File: config.mk
export PLATFORM = sky130hd
export DESIGN_NAME = csdma_top
export DESIGN_NICKNAME = d
export VERILOG_FILES = /design/src/csdma_pkg.sv /design/src/csdma_fifo.sv /design/src/csdma_top.sv
export VERILOG_INCLUDE_DIRS = /design/src
export SDC_FILE = /design/constraint.sdc
export NUM_CORES = 1
export LEC_CHECK = 0
export BUFFER_PORTS_ARGS = -buffer_cell sky130_fd_sc_hd__clkbuf_2
export CAP_MARGIN = 40
export CORE_ASPECT_RATIO = 0.7
export CORE_MARGIN = 1.5
export CORE_UTILIZATION = 64
export CTS_BUF_LIST = sky130_fd_sc_hd__clkbuf_8
export DETAILED_ROUTE_END_ITERATION = 8
export GPL_TIMING_DRIVEN = 0
export PLACE_DENSITY_LB_ADDON = 0.05
export SYNTH_ARGS = -nofsm -noshare
export SYNTH_HDL_FRONTEND = slang
export SYNTH_HIERARCHICAL = 1
export SYNTH_SLANG_ARGS = --single-unit
File: constraint.sdc
create_clock -name sys_clk -period 4.4 [get_ports sys_clk]
set_input_delay 0.22 -clock sys_clk [delete_from_list [all_inputs] [get_ports sys_clk]]
set_output_delay 0.22 -clock sys_clk [all_outputs]
set_load 0.02 [all_outputs]
File: src/csdma_params.svh
// Constants for the cycle-steal DMA subsystem
`ifndef CSDMA_PARAMS_SVH
`define CSDMA_PARAMS_SVH
`define CSDMA_PORT_BASE 8'hf0
`define CSDMA_PORT_CH1_ADDR 8'hf2
`define CSDMA_PORT_CH1_CNT 8'hf3
`define CSDMA_PORT_MODE 8'hf8
`define CSDMA_PORT_LAST 8'hf7
`define CSDMA_CNT_BITS 14
`define CSDMA_DIR_HI 15
`define CSDMA_DIR_LO 14
`define CSDMA_MODE_AUTO 7
`define CSDMA_XTAL_KHZ 22032
`define CSDMA_CPU_KHZ 2448
`define CSDMA_SYS_KHZ 50000
`define CSDMA_REFRESH_NS 15500
`define CSDMA_XFER_CLOCKS 4
`define CSDMA_DIR_WRITE_MEM 2'h1
`define CSDMA_DIR_READ_MEM 2'h2
`endif

File: src/csdma_pkg.sv
// Types for the cycle-steal DMA subsystem
package csdma_pkg;
	typedef enum logic [2:0] {
		CSDMA_IDLE = 3'h0,
		CSDMA_T1 = 3'h1,
		CSDMA_T2 = 3'h3,
		CSDMA_T3 = 3'h2,
		CSDMA_T4 = 3'h6
	} csdma_state_t;
	typedef struct packed {
		logic [15:0] addr;
		logic [1:0] dir;
		logic [13:0] count;
	} csdma_chan_t;
	typedef struct packed {
		logic [7:0] port;
		logic [7:0] data;
	} csdma_pio_t;
	typedef struct packed {
		logic [1:0] chan;
		logic [15:0] addr;
	} csdma_xfer_t;
endpackage

File: src/csdma_fifo.sv
// Parameterised valid/ready FIFO
`timescale 1ns/10ps
module csdma_fifo #(
	parameter int WIDTH = 18,
	parameter int DEPTH = 16
) (
	input wire logic sys_clk,
	input wire logic rst,
	input wire logic [WIDTH-1:0] in_data,
	input wire logic in_valid,
	output logic in_ready,
	output logic [WIDTH-1:0] out_data,
	output logic out_valid,
	input wire logic out_ready
);
	localparam int AW = $clog2(DEPTH);
	logic [WIDTH-1:0] mem_q [DEPTH];
	logic [AW-1:0] wr_q;
	logic [AW-1:0] rd_q;
	logic [AW:0] fill_q;
	logic push;
	logic pop;
	// Honest full and empty from the fill count
	assign in_ready = (fill_q != (AW+1)'(DEPTH));
	assign out_valid = (fill_q != '0);
	assign push = in_valid && in_ready;
	assign pop = out_valid && out_ready;
	assign out_data = mem_q[rd_q];
	// Storage
	always_ff @(posedge sys_clk) begin
		if (push) begin
			mem_q[wr_q] <= in_data;
		end
	end
	// Pointers and fill
	always_ff @(posedge sys_clk) begin
		if (rst) begin
			wr_q <= '0;
			rd_q <= '0;
			fill_q <= '0;
		end else begin
			if (push) begin
				wr_q <= AW'(wr_q + AW'(1));
			end
			if (pop) begin
				rd_q <= AW'(rd_q + AW'(1));
			end
			fill_q <= (AW+1)'(fill_q + (AW+1)'(push) - (AW+1)'(pop));
		end
	end
endmodule

File: src/csdma_top.sv
// Four-channel cycle-steal DMA subsystem with bus command and reset logic
`timescale 1ns/10ps
`include "csdma_params.svh"
// Operation
// - Hold request gated by software DMA enable
// - One byte per four clocks, then release unless other work is pending at T4
// - Refresh request every 15.5 us, top priority
// - Channel 0 acknowledge then memory read
// - DMA active blocks all port decoding
// - Latch upper address byte during transfer
// - Auto-reload copies channel 3 into 2
// - Auto-reload only for channel 2, reloaded from channel 3
// - Channel 1 via address, count, mode ports
// - Mode port read returns all-channel status
// - Reset disables all channels
// - Wait fed to ready: one wait state
// - Read strobes immediate, writes await strobe
// - Divide 50 MHz system clock by 20 for 2.5 MHz processor clock enable
// - Both resets drive board init signal
// - Panel reset spares display and timer
// - Count word top bits select direction
// - Terminal count sets channel completion status
// - Channel 3 is storage only
module csdma_top #(
	parameter int REFRESH_CYCLES = (`CSDMA_REFRESH_NS * `CSDMA_SYS_KHZ) / 1000000,
	parameter int CPU_DIV = `CSDMA_SYS_KHZ / `CSDMA_CPU_KHZ,
	parameter int FIFO_DEPTH = 16
) (
	input wire logic sys_clk,
	input wire logic rst,
	input wire logic power_on_rst,
	input wire logic panel_rst_n,
	input wire logic [7:0] port_addr,
	input wire logic [7:0] port_wdata,
	input wire logic port_wr,
	input wire logic port_rd,
	output logic [7:0] port_rdata,
	input wire logic cpu_wr_strobe,
	input wire logic cpu_mem_cycle,
	input wire logic cpu_rd_cycle,
	input wire logic cpu_status_valid,
	input wire logic cpu_wait,
	output logic cpu_ready,
	input wire logic dma_gate,
	input wire logic [2:1] dev_req,
	input wire logic hold_grant,
	output logic hold_request,
	output logic dma_active,
	output logic [3:0] dma_ack_n,
	output logic mem_read_n,
	output logic mem_write_n,
	output logic io_read_n,
	output logic io_write_n,
	output logic cycle_status_strobe,
	output logic io_decode_en,
	output logic [7:0] addr_hi_latch,
	output logic [7:0] addr_lo,
	output logic board_init_n,
	output logic periph_reset,
	output logic cpu_clk_en,
	output logic [17:0] xfer_data,
	output logic xfer_valid,
	input wire logic xfer_ready
);
	localparam int XFER_W = 18;
	csdma_pkg::csdma_chan_t chan_q [4];
	csdma_pkg::csdma_state_t state_q;
	csdma_pkg::csdma_pio_t pio;
	csdma_pkg::csdma_xfer_t cur_q;
	logic [7:0] mode_q;
	logic [3:0] done_q;
	logic [3:0] flip_q;
	logic [15:0] tmr_q;
	logic [7:0] div_q;
	logic ref_req_q;
	logic grant_s1_q, grant_s2_q, req_s1_q, req_s2_q, req2_s1_q, req2_s2_q;
	logic pr_s1_q, pr_s2_q, pp_s1_q, pp_s2_q;
	logic [3:0] req;
	logic [1:0] win;
	logic any_req;
	logic fifo_in_ready;
	logic last_byte;
	logic pending;
	logic [1:0] hold_hist_q;
	// Input synchronisers for pins from outside the clock domain
	always_ff @(posedge sys_clk) begin
		grant_s1_q <= hold_grant;
		grant_s2_q <= grant_s1_q;
		req_s1_q <= dev_req[1];
		req_s2_q <= req_s1_q;
		req2_s1_q <= dev_req[2];
		req2_s2_q <= req2_s1_q;
		pr_s1_q <= power_on_rst;
		pr_s2_q <= pr_s1_q;
		pp_s1_q <= ~panel_rst_n;
		pp_s2_q <= pp_s1_q;
	end
	assign pio = '{port: port_addr, data: port_wdata};
	// Board init from either reset, display/timer reset on power-on only
	always_ff @(posedge sys_clk) begin
		if (rst) begin
			board_init_n <= 1'b0;
			periph_reset <= 1'b1;
		end else begin
			board_init_n <= ~(pr_s2_q | pp_s2_q);
			periph_reset <= pr_s2_q;
		end
	end
	// Processor clock enable divided from the system clock
	always_ff @(posedge sys_clk) begin
		if (rst) begin
			div_q <= '0;
			cpu_clk_en <= 1'b0;
		end else begin
			cpu_clk_en <= (div_q == 8'(CPU_DIV - 1));
			div_q <= (div_q == 8'(CPU_DIV - 1)) ? 8'h00 : 8'(div_q + 8'h01);
		end
	end
	// Refresh timer raising channel 0 request
	always_ff @(posedge sys_clk) begin
		if (rst || ~board_init_n && pr_s2_q) begin
			tmr_q <= '0;
			ref_req_q <= 1'b0;
		end else begin
			if (tmr_q == 16'(REFRESH_CYCLES - 1)) begin
				tmr_q <= '0;
				ref_req_q <= 1'b1;
			end else begin
				tmr_q <= 16'(tmr_q + 16'h0001);
			end
			if (state_q == csdma_pkg::CSDMA_T4 && cur_q.chan == 2'h0) begin
				ref_req_q <= 1'b0;
			end
		end
	end
	// Requests qualified by channel enables; channel 3 never requests
	assign req = {1'b0, req2_s2_q & mode_q[2], req_s2_q & mode_q[1], ref_req_q & mode_q[0]};
	assign any_req = |req;
	// Fixed priority encoder
	always_comb begin
		win = 2'h3;
		if (req[0]) begin
			win = 2'h0;
		end else if (req[1]) begin
			win = 2'h1;
		end else if (req[2]) begin
			win = 2'h2;
		end
	end
	// Work still waiting at T4 keeps the bus; the refresh just served does not count
	assign pending = (|req[3:1]) || (req[0] && cur_q.chan != 2'h0);
	// Hold request gated by the software DMA enable; no bus asked for from idle while the FIFO is full
	assign hold_request = dma_gate && (
		(state_q == csdma_pkg::CSDMA_IDLE && any_req && fifo_in_ready) ||
		(state_q != csdma_pkg::CSDMA_IDLE && (state_q != csdma_pkg::CSDMA_T4 || pending)));
	assign dma_active = (state_q != csdma_pkg::CSDMA_IDLE);
	assign io_decode_en = ~dma_active;
	assign cpu_ready = ~cpu_wait;
	assign last_byte = (chan_q[cur_q.chan].count == '0);
	// Hold history: a synchronised grant is stale unless hold stood through the sync delay
	always_ff @(posedge sys_clk) begin
		if (rst) begin
			hold_hist_q <= 2'h0;
		end else begin
			hold_hist_q <= {hold_hist_q[0], hold_request};
		end
	end
	// Four-clock transfer sequencer; it waits in idle, never mid-cycle, while the FIFO is full
	always_ff @(posedge sys_clk) begin
		if (rst) begin
			state_q <= csdma_pkg::CSDMA_IDLE;
			cur_q <= '0;
		end else begin
			case (state_q)
				csdma_pkg::CSDMA_IDLE: begin
					if (hold_request && grant_s2_q && hold_hist_q == 2'h3) begin
						state_q <= csdma_pkg::CSDMA_T1;
						cur_q <= '{chan: win, addr: chan_q[win].addr};
					end
				end
				csdma_pkg::CSDMA_T1: state_q <= csdma_pkg::CSDMA_T2;
				csdma_pkg::CSDMA_T2: state_q <= csdma_pkg::CSDMA_T3;
				csdma_pkg::CSDMA_T3: state_q <= csdma_pkg::CSDMA_T4;
				csdma_pkg::CSDMA_T4: state_q <= csdma_pkg::CSDMA_IDLE;
				default: state_q <= csdma_pkg::CSDMA_IDLE;
			endcase
		end
	end
	// Upper address byte latch and low address lines
	always_ff @(posedge sys_clk) begin
		if (rst) begin
			addr_hi_latch <= '0;
			addr_lo <= '0;
		end else if (state_q == csdma_pkg::CSDMA_T1) begin
			addr_hi_latch <= cur_q.addr[15:8];
			addr_lo <= cur_q.addr[7:0];
		end
	end
	// Acknowledge and strobes; direction from the count word, refresh reads memory
	always_ff @(posedge sys_clk) begin
		if (rst) begin
			dma_ack_n <= 4'hf;
			mem_read_n <= 1'b1;
			mem_write_n <= 1'b1;
			io_read_n <= 1'b1;
			io_write_n <= 1'b1;
			cycle_status_strobe <= 1'b0;
		end else if (dma_active) begin
			cycle_status_strobe <= 1'b0;
			dma_ack_n <= 4'hf;
			mem_read_n <= 1'b1;
			mem_write_n <= 1'b1;
			io_read_n <= 1'b1;
			io_write_n <= 1'b1;
			if (state_q == csdma_pkg::CSDMA_T2 || state_q == csdma_pkg::CSDMA_T3) begin
				dma_ack_n[cur_q.chan] <= 1'b0;
				if (state_q == csdma_pkg::CSDMA_T3) begin
					if (cur_q.chan == 2'h0 ||
						chan_q[cur_q.chan].dir == `CSDMA_DIR_READ_MEM) begin
						mem_read_n <= 1'b0;
						io_write_n <= (cur_q.chan == 2'h0);
					end else if (chan_q[cur_q.chan].dir == `CSDMA_DIR_WRITE_MEM) begin
						mem_write_n <= 1'b0;
						io_read_n <= 1'b0;
					end
				end
			end
		end else begin
			// Processor bus commands: reads at once, writes wait for the strobe
			dma_ack_n <= 4'hf;
			cycle_status_strobe <= cpu_status_valid;
			mem_read_n <= ~(cpu_status_valid && cpu_rd_cycle && cpu_mem_cycle);
			io_read_n <= ~(cpu_status_valid && cpu_rd_cycle && !cpu_mem_cycle);
			mem_write_n <= ~(!cpu_rd_cycle && cpu_wr_strobe && cpu_mem_cycle);
			io_write_n <= ~(!cpu_rd_cycle && cpu_wr_strobe && !cpu_mem_cycle);
		end
	end
	// Channel registers, mode, and completion flags
	always_ff @(posedge sys_clk) begin
		if (rst || !board_init_n) begin
			mode_q <= 8'h00;
			done_q <= '0;
			flip_q <= '0;
			for (int i = 0; i < 4; i++) begin
				chan_q[i] <= '0;
			end
		end else begin
			if (port_wr && pio.port >= `CSDMA_PORT_BASE && pio.port <= `CSDMA_PORT_LAST
				&& !dma_active) begin
				flip_q[pio.port[2:1]] <= ~flip_q[pio.port[2:1]];
				if (!pio.port[0]) begin
					if (flip_q[pio.port[2:1]]) begin
						chan_q[pio.port[2:1]].addr[15:8] <= pio.data;
					end else begin
						chan_q[pio.port[2:1]].addr[7:0] <= pio.data;
					end
				end else if (flip_q[pio.port[2:1]]) begin
					chan_q[pio.port[2:1]].dir <= pio.data[7:6];
					chan_q[pio.port[2:1]].count[13:8] <= pio.data[5:0];
				end else begin
					chan_q[pio.port[2:1]].count[7:0] <= pio.data;
				end
			end
			if (port_wr && pio.port == `CSDMA_PORT_MODE && !dma_active) begin
				mode_q <= pio.data;
				flip_q <= '0;
			end
			if (port_rd && pio.port == `CSDMA_PORT_MODE && !dma_active) begin
				done_q <= '0; // Status read clears completion flags
			end
			// Address advance and count down at end of each non-refresh cycle
			if (state_q == csdma_pkg::CSDMA_T4 && cur_q.chan != 2'h0) begin
				chan_q[cur_q.chan].addr <= 16'(chan_q[cur_q.chan].addr + 16'h0001);
				chan_q[cur_q.chan].count <= 14'(chan_q[cur_q.chan].count - 14'h0001);
				if (last_byte) begin
					done_q[cur_q.chan] <= 1'b1;
					mode_q[cur_q.chan] <= (cur_q.chan == 2'h2) && mode_q[`CSDMA_MODE_AUTO];
					if (cur_q.chan == 2'h2 && mode_q[`CSDMA_MODE_AUTO]) begin
						chan_q[2] <= chan_q[3];
					end
				end
			end
		end
	end
	// Status byte: completion flags of all channels
	always_ff @(posedge sys_clk) begin
		if (rst) begin
			port_rdata <= '0;
		end else if (port_rd && pio.port == `CSDMA_PORT_MODE && !dma_active) begin
			port_rdata <= {4'h0, done_q};
		end
	end
	// Transfer log buffered for the downstream consumer
	csdma_fifo #(.WIDTH(XFER_W), .DEPTH(FIFO_DEPTH)) u_fifo (
		.sys_clk(sys_clk),
		.rst(rst),
		.in_data(cur_q),
		.in_valid(state_q == csdma_pkg::CSDMA_T1),
		.in_ready(fifo_in_ready),
		.out_data(xfer_data),
		.out_valid(xfer_valid),
		.out_ready(xfer_ready)
	);
endmodule

==> out/metrics.sh, run 1 <==
NUMBER_OF_CELLS_PRODUCED_BY_SYNTHESIS=1598
POWER.STATIC_LEAKAGE_nW=10.05
GRT_PASS1_VIAS=14770
WORST_EP_REQUIRED_TIME_PS=4780
NET-SWITCHING-POWER_mW=2.467
IO_BUFFERS=85
SEQUENTIALPOWERSHARE=0.531
GP_WEIGHTED_CONGESTION=0.9407
POST_SYNTH_INSTANCE_AREA_MM2=0.02272
NUMBER_OF_DIODES_ADDED_FOR_ANTENNA_FIXING=0
UNREPAIRED_SETUP_ENDPOINTS_AFTER_GLOBAL_ROUTING='no'
FINAL_PERIOD_MINUS_WORST_SETUP_SLACK_PS=4280
ROUTE.DETAILED.WL_PER_INST_UM=24.74
DRV_SLEW=0
SLEW-LIMIT-HEADROOM=0.3582
CRIT_PATH_MAX_FANOUT=10
SETUP_VIOL=0
CRIT_CHAIN='buf_2 -> buf_2 -> mux4_2 -> inv_1 -> ha_1 -> nor4b_4 -> buf_4 -> nand2_1 -> nor3_4 -> o41a_1 -> clkbuf_2 -> o21ai_1 -> buf_2'
RRSETUPSLACK_PS=120
MAX_CAP_VIOL_COUNT=0
NUMCLOCKSINKS=537
AVGSYNTHCELLAREA_UM2=14.22
P_PER_AREA_mW_PER_MM2=401.0
REPORT.FINAL.HOLD_VIOL_COUNT=0
POSTROUTEWIRELENGTH_UM=58050
CORE_OUTLINE_AREA_MM2=0.03480
DRC=0
YOSYS-TOP-CELLS-AREA='sky130_fd_sc_hd__edfxtp_1, sky130_fd_sc_hd__dfxtp_1, sky130_fd_sc_hd__mux4_2'
GRT.OVERFLOW.TOTAL=0
CRITICAL-PATH-TOP-CELL-BY-COUNT='sky130_fd_sc_hd__buf_2'
SYNTHTOPCELLSBYCOUNT='sky130_fd_sc_hd__edfxtp_1, sky130_fd_sc_hd__nor2_1, sky130_fd_sc_hd__nand2_1'
TIMING_WORST_SETUP_PATH_TYPE='register to register'
YOSYS.AREA.TOP_TYPE_SHARE=0.5499
STARTING_DENSITY=0.6527
IRDROPWORSTVDD_V=0.0003168
GRT_ANTENNA_BEFORE_REPAIR=0
ASYNC_FLOP_SHARE=0
DETAILEDPLACEMENTHPWL_UM=40370
FIN_SKEW_PS=38.58
TIMING.CRITICAL_PATH.FROM_TYPE='register'
GRT_FIRST_PASS_WIRELENGTH_UM=89000
PATH_CLK_SLEW_PS=60
DRT_ITER0_MARKERS=1801
SYN2LAYOUT_AREA_GROWTH_PCT=14.00
SWSHARE=0.2376
CELL_TYPE_OF_THE_SLOWEST_STAGE_ON_THE_WORST_TIMING_PATH='sky130_fd_sc_hd__dfxtp_2'
FINAL_SUM_OF_NEGATIVE_SETUP_SLACK_PS=0
DIEAREA_MM2=0.03665
DIEWIDTH_UM=228.2
INTPOWER_mW=7.918
CP_DATA_ARRIVAL_TIME_PS=4660
HP-CLASS='input pin to register'
FINAL.SETUP.WORST_SLACK_PS=120.5
NUMBER_OF_ENABLE_TYPE_REGISTER_CELLS_IN_THE_SYNTHESIZED_NETLIST=416
PRECTSSETUPSLACK_PS=-1022
P_COMB_FRAC=0.091
TRITONCTS='built'
YS_TYPES=62
FIRSTDRTPASSITERS=6
FILLCELLCOUNT=2260
YOSYS_REG_BITS=537
GROUTE.USAGE.OVERALL=0.3267
CORE.ROWCOUNT=57
WORST-SLEW-PIN-TRANSITION_PS=954.0
STATUS='completed'
CP_NUM_BUF_INV=6
CLOCKBUFFERDEPTH=3
DETAIL-ROUTE-ANTENNA-NETS=0
DRIVE_ABOVE_1_SHARE=0.1969
MAXCLOCKFREQUENCY_MHz=233.7
SYNTH.MOST_COMMON_CELL='sky130_fd_sc_hd__edfxtp_1'
YS.WARNINGS.COUNT=6
SETUP.WORST_PATH.END_CLASS='register'
CRITICAL_PATH.MAX_STAGE_DELAY_PS=490
POST_DP_CELL_AREA_MM2=0.02414
SYNTH-SEQ-AREA-SHARE=0.6565
DESIGN_AREA_MM2=0.02590
R2R_CELLS=13
DIE_HEIGHT_UM=160.6
WORSTREG2REGEND='chan_q[2][2]'
CTS-BUFFERS-INSERTED=78
YOSYS.AREA.TOP_TYPE='sky130_fd_sc_hd__edfxtp_1'
PIN_COUNT_OF_THE_BIGGEST_NET_ENTERING_GLOBAL_ROUTING=20
CLKPWRFRAC=0.378
VIASPERCELL=6.440
WORST_SKEW_PAIR.LATE_LATENCY_PS=660
IOS=91
WORSTSETUPENDPOINT='chan_q[2][2]'
CLOCK-ROOT-BUFFER='sky130_fd_sc_hd__clkbuf_8'
DR_TOTAL_VIAS=15110
PATH_DEPTH=13
CPLARGESTDELAYFAMILY='buffers and inverters'
DOMINANTREGCELLSYNTH='sky130_fd_sc_hd__edfxtp_1'
FINAL.PERIOD_UTILIZATION=0.9726
FIN_NETS=1864
H_TREE_DEPTH_REPORTED_BY_CTS=3
FINISH.UTILIZATION=0.7441
==> cells in the final DEF, fill, tap and decap left out, drive strengths merged, types with 9 or more instances in the layout <==
master,n
inv,61
mux4,106
ha,17
clkinv,10
a22o,9
nor2,172
nor4,12
dlygate4sd3,13
and2,48
nand3,59
a311oi,16
o21ai,71
nand4,12
buf,78
a21oi,46
and3,17
edfxtp,416
nand2,142
xnor2,33
xor2,21
a22oi,43
nor2b,15
clkbuf,223
nor3,19
mux2i,12
a211oi,17
dfxtp,121
==> cells by family after synthesis <==
kind of cell               synth area share
DFF                                  0.6565
xor gates and xnor gates            0.02082
AOI/OAI and AO/OA                   0.06125
adders and majority gates           0.01024
muxes                                0.1140
other                             0.0001651
and+or+nand+nor                      0.1133
buffers and inverters               0.02368
==> registers in the layout, indices dropped and copies added, names as in the netlist, 2 cells and up, named ones only <==
register       count
u_fifo/fill_q      5
tmr_q             16
addr_lo            8
u_fifo/wr_q        4
cur_q             18
mode_q             4
port_rdata         4
state_q            3
u_fifo/rd_q        4
u_fifo/mem_q     288
addr_hi_latch      8
chan_q           128
hold_hist_q        2
done_q             4
flip_q             4
div_q              8
dma_ack_n          4
==> per-stage QoR <==
stage	hold WS (ps)	std cells	total power, mW
global route	48.93	2346	10.75
global placement	311.3	2158	6.515
detailed placement	318.4	2190	6.543
floorplan	247.7	1601	6.280
finish	64.67	2346	10.39
CTS	22.68	2347	10.43
==> per-layer routing <==
metal | vias to the layer above | track usage | wire [µm]
li1 | 6521 | - | -
met1 | 7458 | 0.5085 | 24700
met2 | 1029 | 0.4410 | 23910
met3 | 100 | 0.1151 | 8295
met4 | 0 | 0.08067 | 1137
met5 | - | 0 | 0
==> worst reg2reg max path: cells and delay by family, from the launching register on <==
family                   cells  cell delay (ps)
flip-flops                   1              490
multiplexers                 1              420
AND/OR/NAND/NOR              3              590
AO/OA/AOI/OAI                2              610
buffers and inverters        6             1740
adder cells (fa/ha/maj)      1              170
==> repair_timing <==
item,4_1_cts,5_1_grt
gates resized for setup,11,12
buffers inserted,4,0
endpoints found under the hold margin,22,0
pin swaps,1,0
cloned,0,0
endpoints found under the setup margin,256,72
hold buffers,13,0
==> power groups by stage <==
stage	Sequential, mW	Clock [mW]	Combinational (mW)
3_3_place_gp	5.62	0	0.897
6_report	5.52	3.93	0.942
3_5_place_dp	5.62	0	0.920
4_1_cts	5.51	3.98	0.935
2_1_floorplan	5.61	0	0.669
5_1_grt	5.52	4.21	1.02
==> worst min path at each step <==
stage                  startpoint       endpoint  slack, ps  depth (start not counted)
finish               port_addr[2]      flip_q[0]         60                          4
global route        port_wdata[0]  chan_q[0][24]         50                          2
CTS                  port_addr[2]      flip_q[0]         20                          4
detailed placement        pp_s1_q        pp_s2_q        320                          0
global placement          pp_s1_q        pp_s2_q        310                          0
floorplan              hold_grant     grant_s1_q        250                          0
==> cell type report <==
class / instances / area (µm²) / area share
sequential: 537 / 14920 / 0.5760
multi-input combinational: 948 / 7368 / 0.2845
clock buffer: 94 / 1294 / 0.04996
timing repair buffer: 134 / 934.6 / 0.03609
tap: 472 / 590.6 / 0.02281
buffer: 86 / 437.9 / 0.01691
clock inverter: 46 / 242.7 / 0.009373
inverter: 29 / 112.6 / 0.004348
Note: power is estimated with default switching activity, not from simulation.
==> run 2: changes to the inputs <==
--- a/config.mk
+++ b/config.mk
@@ -10,7 +10,7 @@
 export CAP_MARGIN = 40
 export CORE_ASPECT_RATIO = 0.7
 export CORE_MARGIN = 1.5
-export CORE_UTILIZATION = 64
+export CORE_UTILIZATION = 65
 export CTS_BUF_LIST = sky130_fd_sc_hd__clkbuf_8
 export DETAILED_ROUTE_END_ITERATION = 8
 export GPL_TIMING_DRIVEN = 0
==> constraint.sdc (replaced) <==
create_clock -name sys_clk -period 5.25 [get_ports sys_clk]
set_input_delay 0.2625 -clock sys_clk [delete_from_list [all_inputs] [get_ports sys_clk]]
set_output_delay 0.2625 -clock sys_clk [all_outputs]
set_load 0.02 [all_outputs]
==> run 2 against run 1 <==
Against the previous run:
- sequential cell count stayed put
- core utilization hardly changed
- design area is 0.56% lower
- die area is 1.5% lower
- combinational power is 15% lower
- clock-buffer cell count is 6 lower
- clock skew is 9.7 ps lower
==> out/metrics.sh, run 2 (synthesized netlist as in run 1, its figures left out) <==
STATUS='completed'
H_TREE_DEPTH_REPORTED_BY_CTS=3  # unchanged
FIN_SKEW_PS=28.86  # -9.728 ps
GROUTE.USAGE.OVERALL=0.3350  # +0.008326
VIASPERCELL=6.432  # -0.13%
TIMING_WORST_SETUP_PATH_TYPE='register to register'
POST_DP_CELL_AREA_MM2=0.02411  # -0.11%
DIEAREA_MM2=0.03610  # -1.5%
WORST_SKEW_PAIR.LATE_LATENCY_PS=660  # about the same
GRT_ANTENNA_BEFORE_REPAIR=0  # unchanged
IO_BUFFERS=85  # unchanged
DRIVE_ABOVE_1_SHARE=0.1904  # -0.006505
CTS-BUFFERS-INSERTED=80  # +2.6%
WORST-SLEW-PIN-TRANSITION_PS=961.4  # +7.449 ps
REGISTER_RANKED_FIRST_BY_FLIP_FLOP_COUNT='u_fifo/mem_q'
CORE_OUTLINE_AREA_MM2=0.03459  # -0.61%
CLOCKBUFFERDEPTH=3  # unchanged
FF_LATCH_AREA_MM2=0.01491  # about the same
CRIT_CHAIN='buf_2 -> buf_2 -> mux4_2 -> inv_1 -> ha_1 -> nor4b_4 -> nand4_1 -> and3_1 -> o21ai_1 -> nand2_1'
POWER.STATIC_LEAKAGE_nW=9.990  # -0.63%
HP-CLASS='input pin to register'
DR_TOTAL_VIAS=15100  # -0.086%
TIMING.CRITICAL_PATH.FROM_TYPE='register'
CP_NUM_BUF_INV=3  # -3
DETAIL-ROUTE-ANTENNA-NETS=0  # unchanged
POSTROUTEWIRELENGTH_UM=58670  # +1.1%
DRV_SLEW=0  # unchanged
FINAL_PERIOD_MINUS_WORST_SETUP_SLACK_PS=5088  # +808.6 ps
PLACED_CELLS_INCL_TAPS=2188  # -0.091%
WORSTREG2REGEND='chan_q[1][17]'
TRITONCTS='built'
P_PER_AREA_mW_PER_MM2=333.9  # -17%
DIE_HEIGHT_UM=159.4  # -0.76%
HOLD_END='chan_q[0][24]'
ROUTE.DETAILED.WL_PER_INST_UM=25.00  # +1.0%
PRECTSSETUPSLACK_PS=-114.3  # +908.0 ps
SETUP_VIOL=0  # unchanged
INSTANCES_NO_FILL=2347  # +0.043%
FINAL.PERIOD_UTILIZATION=0.9692  # -0.003455
DESIGN_AREA_MM2=0.02575  # -0.56%
COMMONEST_CELLS_AFTER_ROUTING_FILL_AND_TAPS_ASIDE='sky130_fd_sc_hd__edfxtp_1, sky130_fd_sc_hd__nor2_1, sky130_fd_sc_hd__nand2_1'
CPLARGESTDELAYFAMILY='simple AND/OR/NAND/NOR gates'
IOS=91  # unchanged
CORE.ROWCOUNT=57  # unchanged
GRT.OVERFLOW.TOTAL=0  # unchanged
CELL_TYPE_OF_THE_SLOWEST_STAGE_ON_THE_WORST_TIMING_PATH='sky130_fd_sc_hd__dfxtp_1'
POWER_mW=8.598  # -17%
MULTI_INPUT_COMBINATIONAL_CELL_AREA_MM2=0.007331  # -0.51%
CP_DATA_ARRIVAL_TIME_PS=5370  # +710 ps
PATH_CLK_SLEW_PS=60  # about the same
WORST_EP_REQUIRED_TIME_PS=5530  # +750 ps
NUMCLOCKSINKS=537  # unchanged
SYN2LAYOUT_AREA_GROWTH_PCT=13.36
STARTING_DENSITY=0.6568  # +0.004037
REPORT.FINAL.HOLD_VIOL_COUNT=0  # unchanged
GRT_FIRST_PASS_WIRELENGTH_UM=87910  # -1.2%
GP_WEIGHTED_CONGESTION=0.9680  # +2.9%
MAX_CAP_VIOL_COUNT=0  # unchanged
MAXCLOCKFREQUENCY_MHz=196.5  # -16%
DRT_ITER0_MARKERS=1963  # +9.0%
CRITICAL-PATH-TOP-CELL-BY-COUNT='sky130_fd_sc_hd__buf_2'
FIN_NETS=1863  # -0.054%
R2R_CELLS=10  # -3
DIEWIDTH_UM=226.4  # -0.76%
GRT_PASS1_VIAS=14520  # -1.7%
FIRSTDRTPASSITERS=5  # -1
FILLCELLCOUNT=2207  # -2.3%
PIN_COUNT_OF_THE_BIGGEST_NET_ENTERING_GLOBAL_ROUTING=20  # unchanged
NUMBER_OF_DIODES_ADDED_FOR_ANTENNA_FIXING=0  # unchanged
POSTCTSSETUPBUFFERS=0  # -4
MIN_PATH_CELLS=2  # -2
DRC=0  # unchanged
CRITICAL_PATH.MAX_STAGE_DELAY_PS=670  # +180 ps
HP-START='port_wdata[0]'
REG.LARGEST.LIST='u_fifo/mem_q x288, chan_q x128, cur_q x18'
FINAL.SETUP.WORST_SLACK_PS=161.9  # +41.41 ps
IRDROPWORSTVDD_V=0.0003119  # -1.6%
LARGEST_REGISTER_FFS=288  # unchanged
CRIT_PATH_MAX_FANOUT=10  # unchanged
MOSTFREQUENTLAYOUTCELL='sky130_fd_sc_hd__edfxtp_1'
SLEW-LIMIT-HEADROOM=0.3506  # -0.007545
SETUP.WORST_PATH.END_CLASS='register'
CLOCK-ROOT-BUFFER='sky130_fd_sc_hd__clkbuf_8'
HOLDWS_PS=74.41  # +9.740 ps
DETAILEDPLACEMENTHPWL_UM=40350  # about the same
RRSETUPSLACK_PS=160  # +40 ps
## run 2: what timing repair did
action | 4_1_cts | 5_1_grt
pin swaps | 0 | 0
hold buffers | 12 | 0
gates resized for setup | 2 | 1
endpoints found under the setup margin | 22 | 78
hold endpoints to repair | 18 | 0
## run 2: final cells by class
type                       count  share of cell area
buffer                        87             0.01676
timing repair buffer         130             0.03464
inverter                      29            0.004227
multi-input combinational    948              0.2847
sequential                   537              0.5792
tap                          472             0.02293
clock buffer                  88             0.04703
clock inverter                56             0.01054
## run 2: routing by layer
metal	wire length [µm]	up-vias	GRT usage
met5	0	-	0
met4	1351	0	0.09303
met3	7739	119	0.1091
met2	24350	985	0.4520
met1	25240	7455	0.5246
li1	-	6536	-
## run 2: worst max-delay path by stage
stage                     endpoint  slack [ps]  depth (start not counted)
2_1_floorplan   u_fifo/mem_q[3][0]        1230                          8
3_3_place_gp   u_fifo/mem_q[1][11]       -1200                          8
3_5_place_dp         chan_q[1][18]        -110                         10
4_1_cts               chan_q[3][2]         160                         11
5_1_grt              chan_q[1][17]         -40                         10
6_report             chan_q[1][17]         160                         10
## run 2: where the power goes
part           switching (mW)  internal (mW)
Sequential             0.0388           4.58
Clock                    1.62           1.56
Combinational           0.466          0.331
## run 2: stage by stage
step | util | TNS, ps
after floorplan | - | 0
after global placement | 0.6865 | -81710
after detailed placement | 0.6971 | -1215
after CTS | 0.7435 | 0
after global routing | 0.7445 | -293.8
final | 0.7445 | 0
==> run 3: changes to the inputs <==
--- a/config.mk
+++ b/config.mk
@@ -9,8 +9,7 @@
 export BUFFER_PORTS_ARGS = -buffer_cell sky130_fd_sc_hd__clkbuf_2
 export CAP_MARGIN = 40
 export CORE_ASPECT_RATIO = 0.7
-export CORE_MARGIN = 1.5
-export CORE_UTILIZATION = 65
+export CORE_UTILIZATION = 61
 export CTS_BUF_LIST = sky130_fd_sc_hd__clkbuf_8
 export DETAILED_ROUTE_END_ITERATION = 8
 export GPL_TIMING_DRIVEN = 0
==> run 3 against run 2 <==
Against the previous run:
- via count down 0.83%
- sequential cell count unchanged
- first-iteration DRC count up 0.97%
- hold slack worse by 16 ps
- non-clock buffer count up 1
- die area up 5.3%
- global-route usage down 1.9 points
- critical path depth up 2
==> out/metrics.sh, run 3 (synthesized netlist as in run 1, its figures left out) <==
FINISH.UTILIZATION=0.7126  # -0.03189
FINAL_PERIOD_MINUS_WORST_SETUP_SLACK_PS=5184  # +95.60 ps
PATH_CLK_SLEW_PS=70  # about the same
IRDROPWORSTVDD_V=0.0002127  # -32%
TRITONCTS='built'
POSTROUTEWIRELENGTH_UM=58600  # -0.13%
FINAL.PERIOD_UTILIZATION=0.9874  # +0.01821
CRIT_PATH_MAX_FANOUT=10  # unchanged
SYN2LAYOUT_AREA_GROWTH_PCT=13.82
DIEAREA_MM2=0.03803  # +5.3%
PIN_COUNT_OF_THE_BIGGEST_NET_ENTERING_GLOBAL_ROUTING=20  # unchanged
CP_DATA_ARRIVAL_TIME_PS=5570  # +200 ps
WORST_EP_REQUIRED_TIME_PS=5630  # +100 ps
DRV_SLEW=0  # unchanged
MAX_CAP_VIOL_COUNT=0  # unchanged
GRT_ANTENNA_BEFORE_REPAIR=0  # unchanged
HOLDWS_PS=58.63  # -15.77 ps
DRT_ITER0_MARKERS=1982  # +0.97%
DIEWIDTH_UM=232.7  # +2.7%
POWER.STATIC_LEAKAGE_nW=10.04  # +0.48%
CORE.ROWCOUNT=58  # +1.8%
DESIGN_AREA_MM2=0.02586  # +0.41%
TIMING.CRITICAL_PATH.FROM_TYPE='register'
POST_DP_CELL_AREA_MM2=0.02418  # +0.27%
DRIVE_ABOVE_1_SHARE=0.1940  # +0.003630
WORST_SKEW_PAIR.LATE_LATENCY_PS=640  # -20 ps
CLOCKBUFFERDEPTH=3  # unchanged
ROUTE.DETAILED.WL_PER_INST_UM=24.87  # -0.51%
FIRSTDRTPASSITERS=6  # +1
GP_WEIGHTED_CONGESTION=0.9861  # +1.9%
FIN_SKEW_PS=22.96  # -5.900 ps
SLEW-LIMIT-HEADROOM=0.4042  # +0.05364
SETUP_VIOL=0  # unchanged
STATUS='completed'
NUMCLOCKSINKS=537  # unchanged
GROUTE.USAGE.OVERALL=0.3160  # -0.01894
CTS-BUFFERS-INSERTED=79  # -1.3%
COMMONEST_CELLS_AFTER_ROUTING_FILL_AND_TAPS_ASIDE='sky130_fd_sc_hd__edfxtp_1, sky130_fd_sc_hd__nor2_1, sky130_fd_sc_hd__nand2_1'
VIASPERCELL=6.354  # -1.2%
IO_BUFFERS=85  # unchanged
WORST-SLEW-PIN-TRANSITION_PS=890.3  # -71.09 ps
SETUP.WORST_PATH.END_CLASS='register'
MAXCLOCKFREQUENCY_MHz=192.9  # -1.8%
REGISTER_RANKED_FIRST_BY_FLIP_FLOP_COUNT='u_fifo/mem_q'
CLOCK-ROOT-BUFFER='sky130_fd_sc_hd__clkbuf_8'
REG.LARGEST.LIST='u_fifo/mem_q x288, chan_q x128, cur_q x18'
DRC=0  # unchanged
GRT_PASS1_VIAS=14350  # -1.1%
RRSETUPSLACK_PS=70  # -100 ps
DR_TOTAL_VIAS=14970  # -0.83%
CORE_OUTLINE_AREA_MM2=0.03628  # +4.9%
IOS=91  # unchanged
TIMING_WORST_SETUP_PATH_TYPE='register to register'
LARGEST_REGISTER_FFS=288  # unchanged
UNREPAIRED_SETUP_ENDPOINTS_AFTER_GLOBAL_ROUTING='no'
H_TREE_DEPTH_REPORTED_BY_CTS=3  # unchanged
GRT.OVERFLOW.TOTAL=0  # unchanged
DETAILEDPLACEMENTHPWL_UM=40880  # +1.3%
NUMBER_OF_DIODES_ADDED_FOR_ANTENNA_FIXING=0  # unchanged
DIE_HEIGHT_UM=163.5  # +2.5%
STARTING_DENSITY=0.6261  # -0.03069
REPORT.FINAL.HOLD_VIOL_COUNT=0  # unchanged
FIN_NETS=1863  # unchanged
P_PER_AREA_mW_PER_MM2=335.7  # +0.55%
DETAIL-ROUTE-ANTENNA-NETS=0  # unchanged
HP-CLASS='input pin to register'
GRT_FIRST_PASS_WIRELENGTH_UM=87290  # -0.71%
MOSTFREQUENTLAYOUTCELL='sky130_fd_sc_hd__edfxtp_1'
==> run 3: report_power, final <==
part / total [mW] / switching (mW) / leakage (nW) / internal [mW]
clock network: 3.27 / 1.61 / 0.893 / 1.66
registers: 4.62 / 0.0396 / 5.87 / 4.58
logic: 0.791 / 0.461 / 3.28 / 0.329
==> run 3: area by class of cell <==
cell class,instances,area (µm²)
Buffer,87,431.7
Clock buffer,92,1266
Clock inverter,52,265.3
Fill cell,2422,10430
Inverter,29,108.9
Multi-Input combinational cell,948,7335
Sequential cell,537,14910
Tap cell,480,600.6
Timing Repair Buffer,131,934.6
==> run 3: worst max-delay path, stage by stage (launching register included) <==
cell	delay [ps]
sky130_fd_sc_hd__dfxtp_1	690
sky130_fd_sc_hd__buf_2	460
sky130_fd_sc_hd__buf_2	440
sky130_fd_sc_hd__mux4_2	420
sky130_fd_sc_hd__inv_1	140
sky130_fd_sc_hd__ha_1	180
sky130_fd_sc_hd__nor4b_4	530
sky130_fd_sc_hd__nand2_1	220
sky130_fd_sc_hd__nor3_4	270
sky130_fd_sc_hd__o41a_1	350
sky130_fd_sc_hd__clkbuf_1	510
sky130_fd_sc_hd__o21ai_0	400
sky130_fd_sc_hd__buf_2	310
==> run 3: final timing paths <==
check / start / end / cells past startpoint
max: register / chan_q[2][1] / 12
min: rst / u_fifo/wr_q[3] / 2
max reg2reg: register / chan_q[2][1] / 12
min reg2reg: pr_s1_q / pr_s2_q / 0
==> run 3: repair_timing <==
action / 4_1_cts / 5_1_grt
resized for setup: 3 / 2
hold endpoints to repair: 12 / 0
setup endpoints to repair: 96 / 27
gates cloned: 0 / 0
pin swaps: 0 / 1
hold buffers: 11 / 0
setup buffers: 0 / 2
==> run 3: through the flow <==
step           TNS [ps]  setup WS [ps]  power (mW)  std cells
3_5_place_dp     -16590         -394.4       5.488       2198
4_1_cts               0          161.1       8.713       2353
5_1_grt               0          14.39       8.970       2356
6_report              0          66.29       8.681       2356
2_1_floorplan         0           1230       5.263       1601
3_3_place_gp    -106090          -1140       5.472       2166
==> run 3: per-layer routing <==
| layer | track usage | wire length [µm] |
|---|---|---|
| met1 | 0.4993 | 26120 |
| met2 | 0.4295 | 23960 |
| met3 | 0.08118 | 7217 |
| met4 | 0.09358 | 1299 |
| met5 | 0 | 0 |
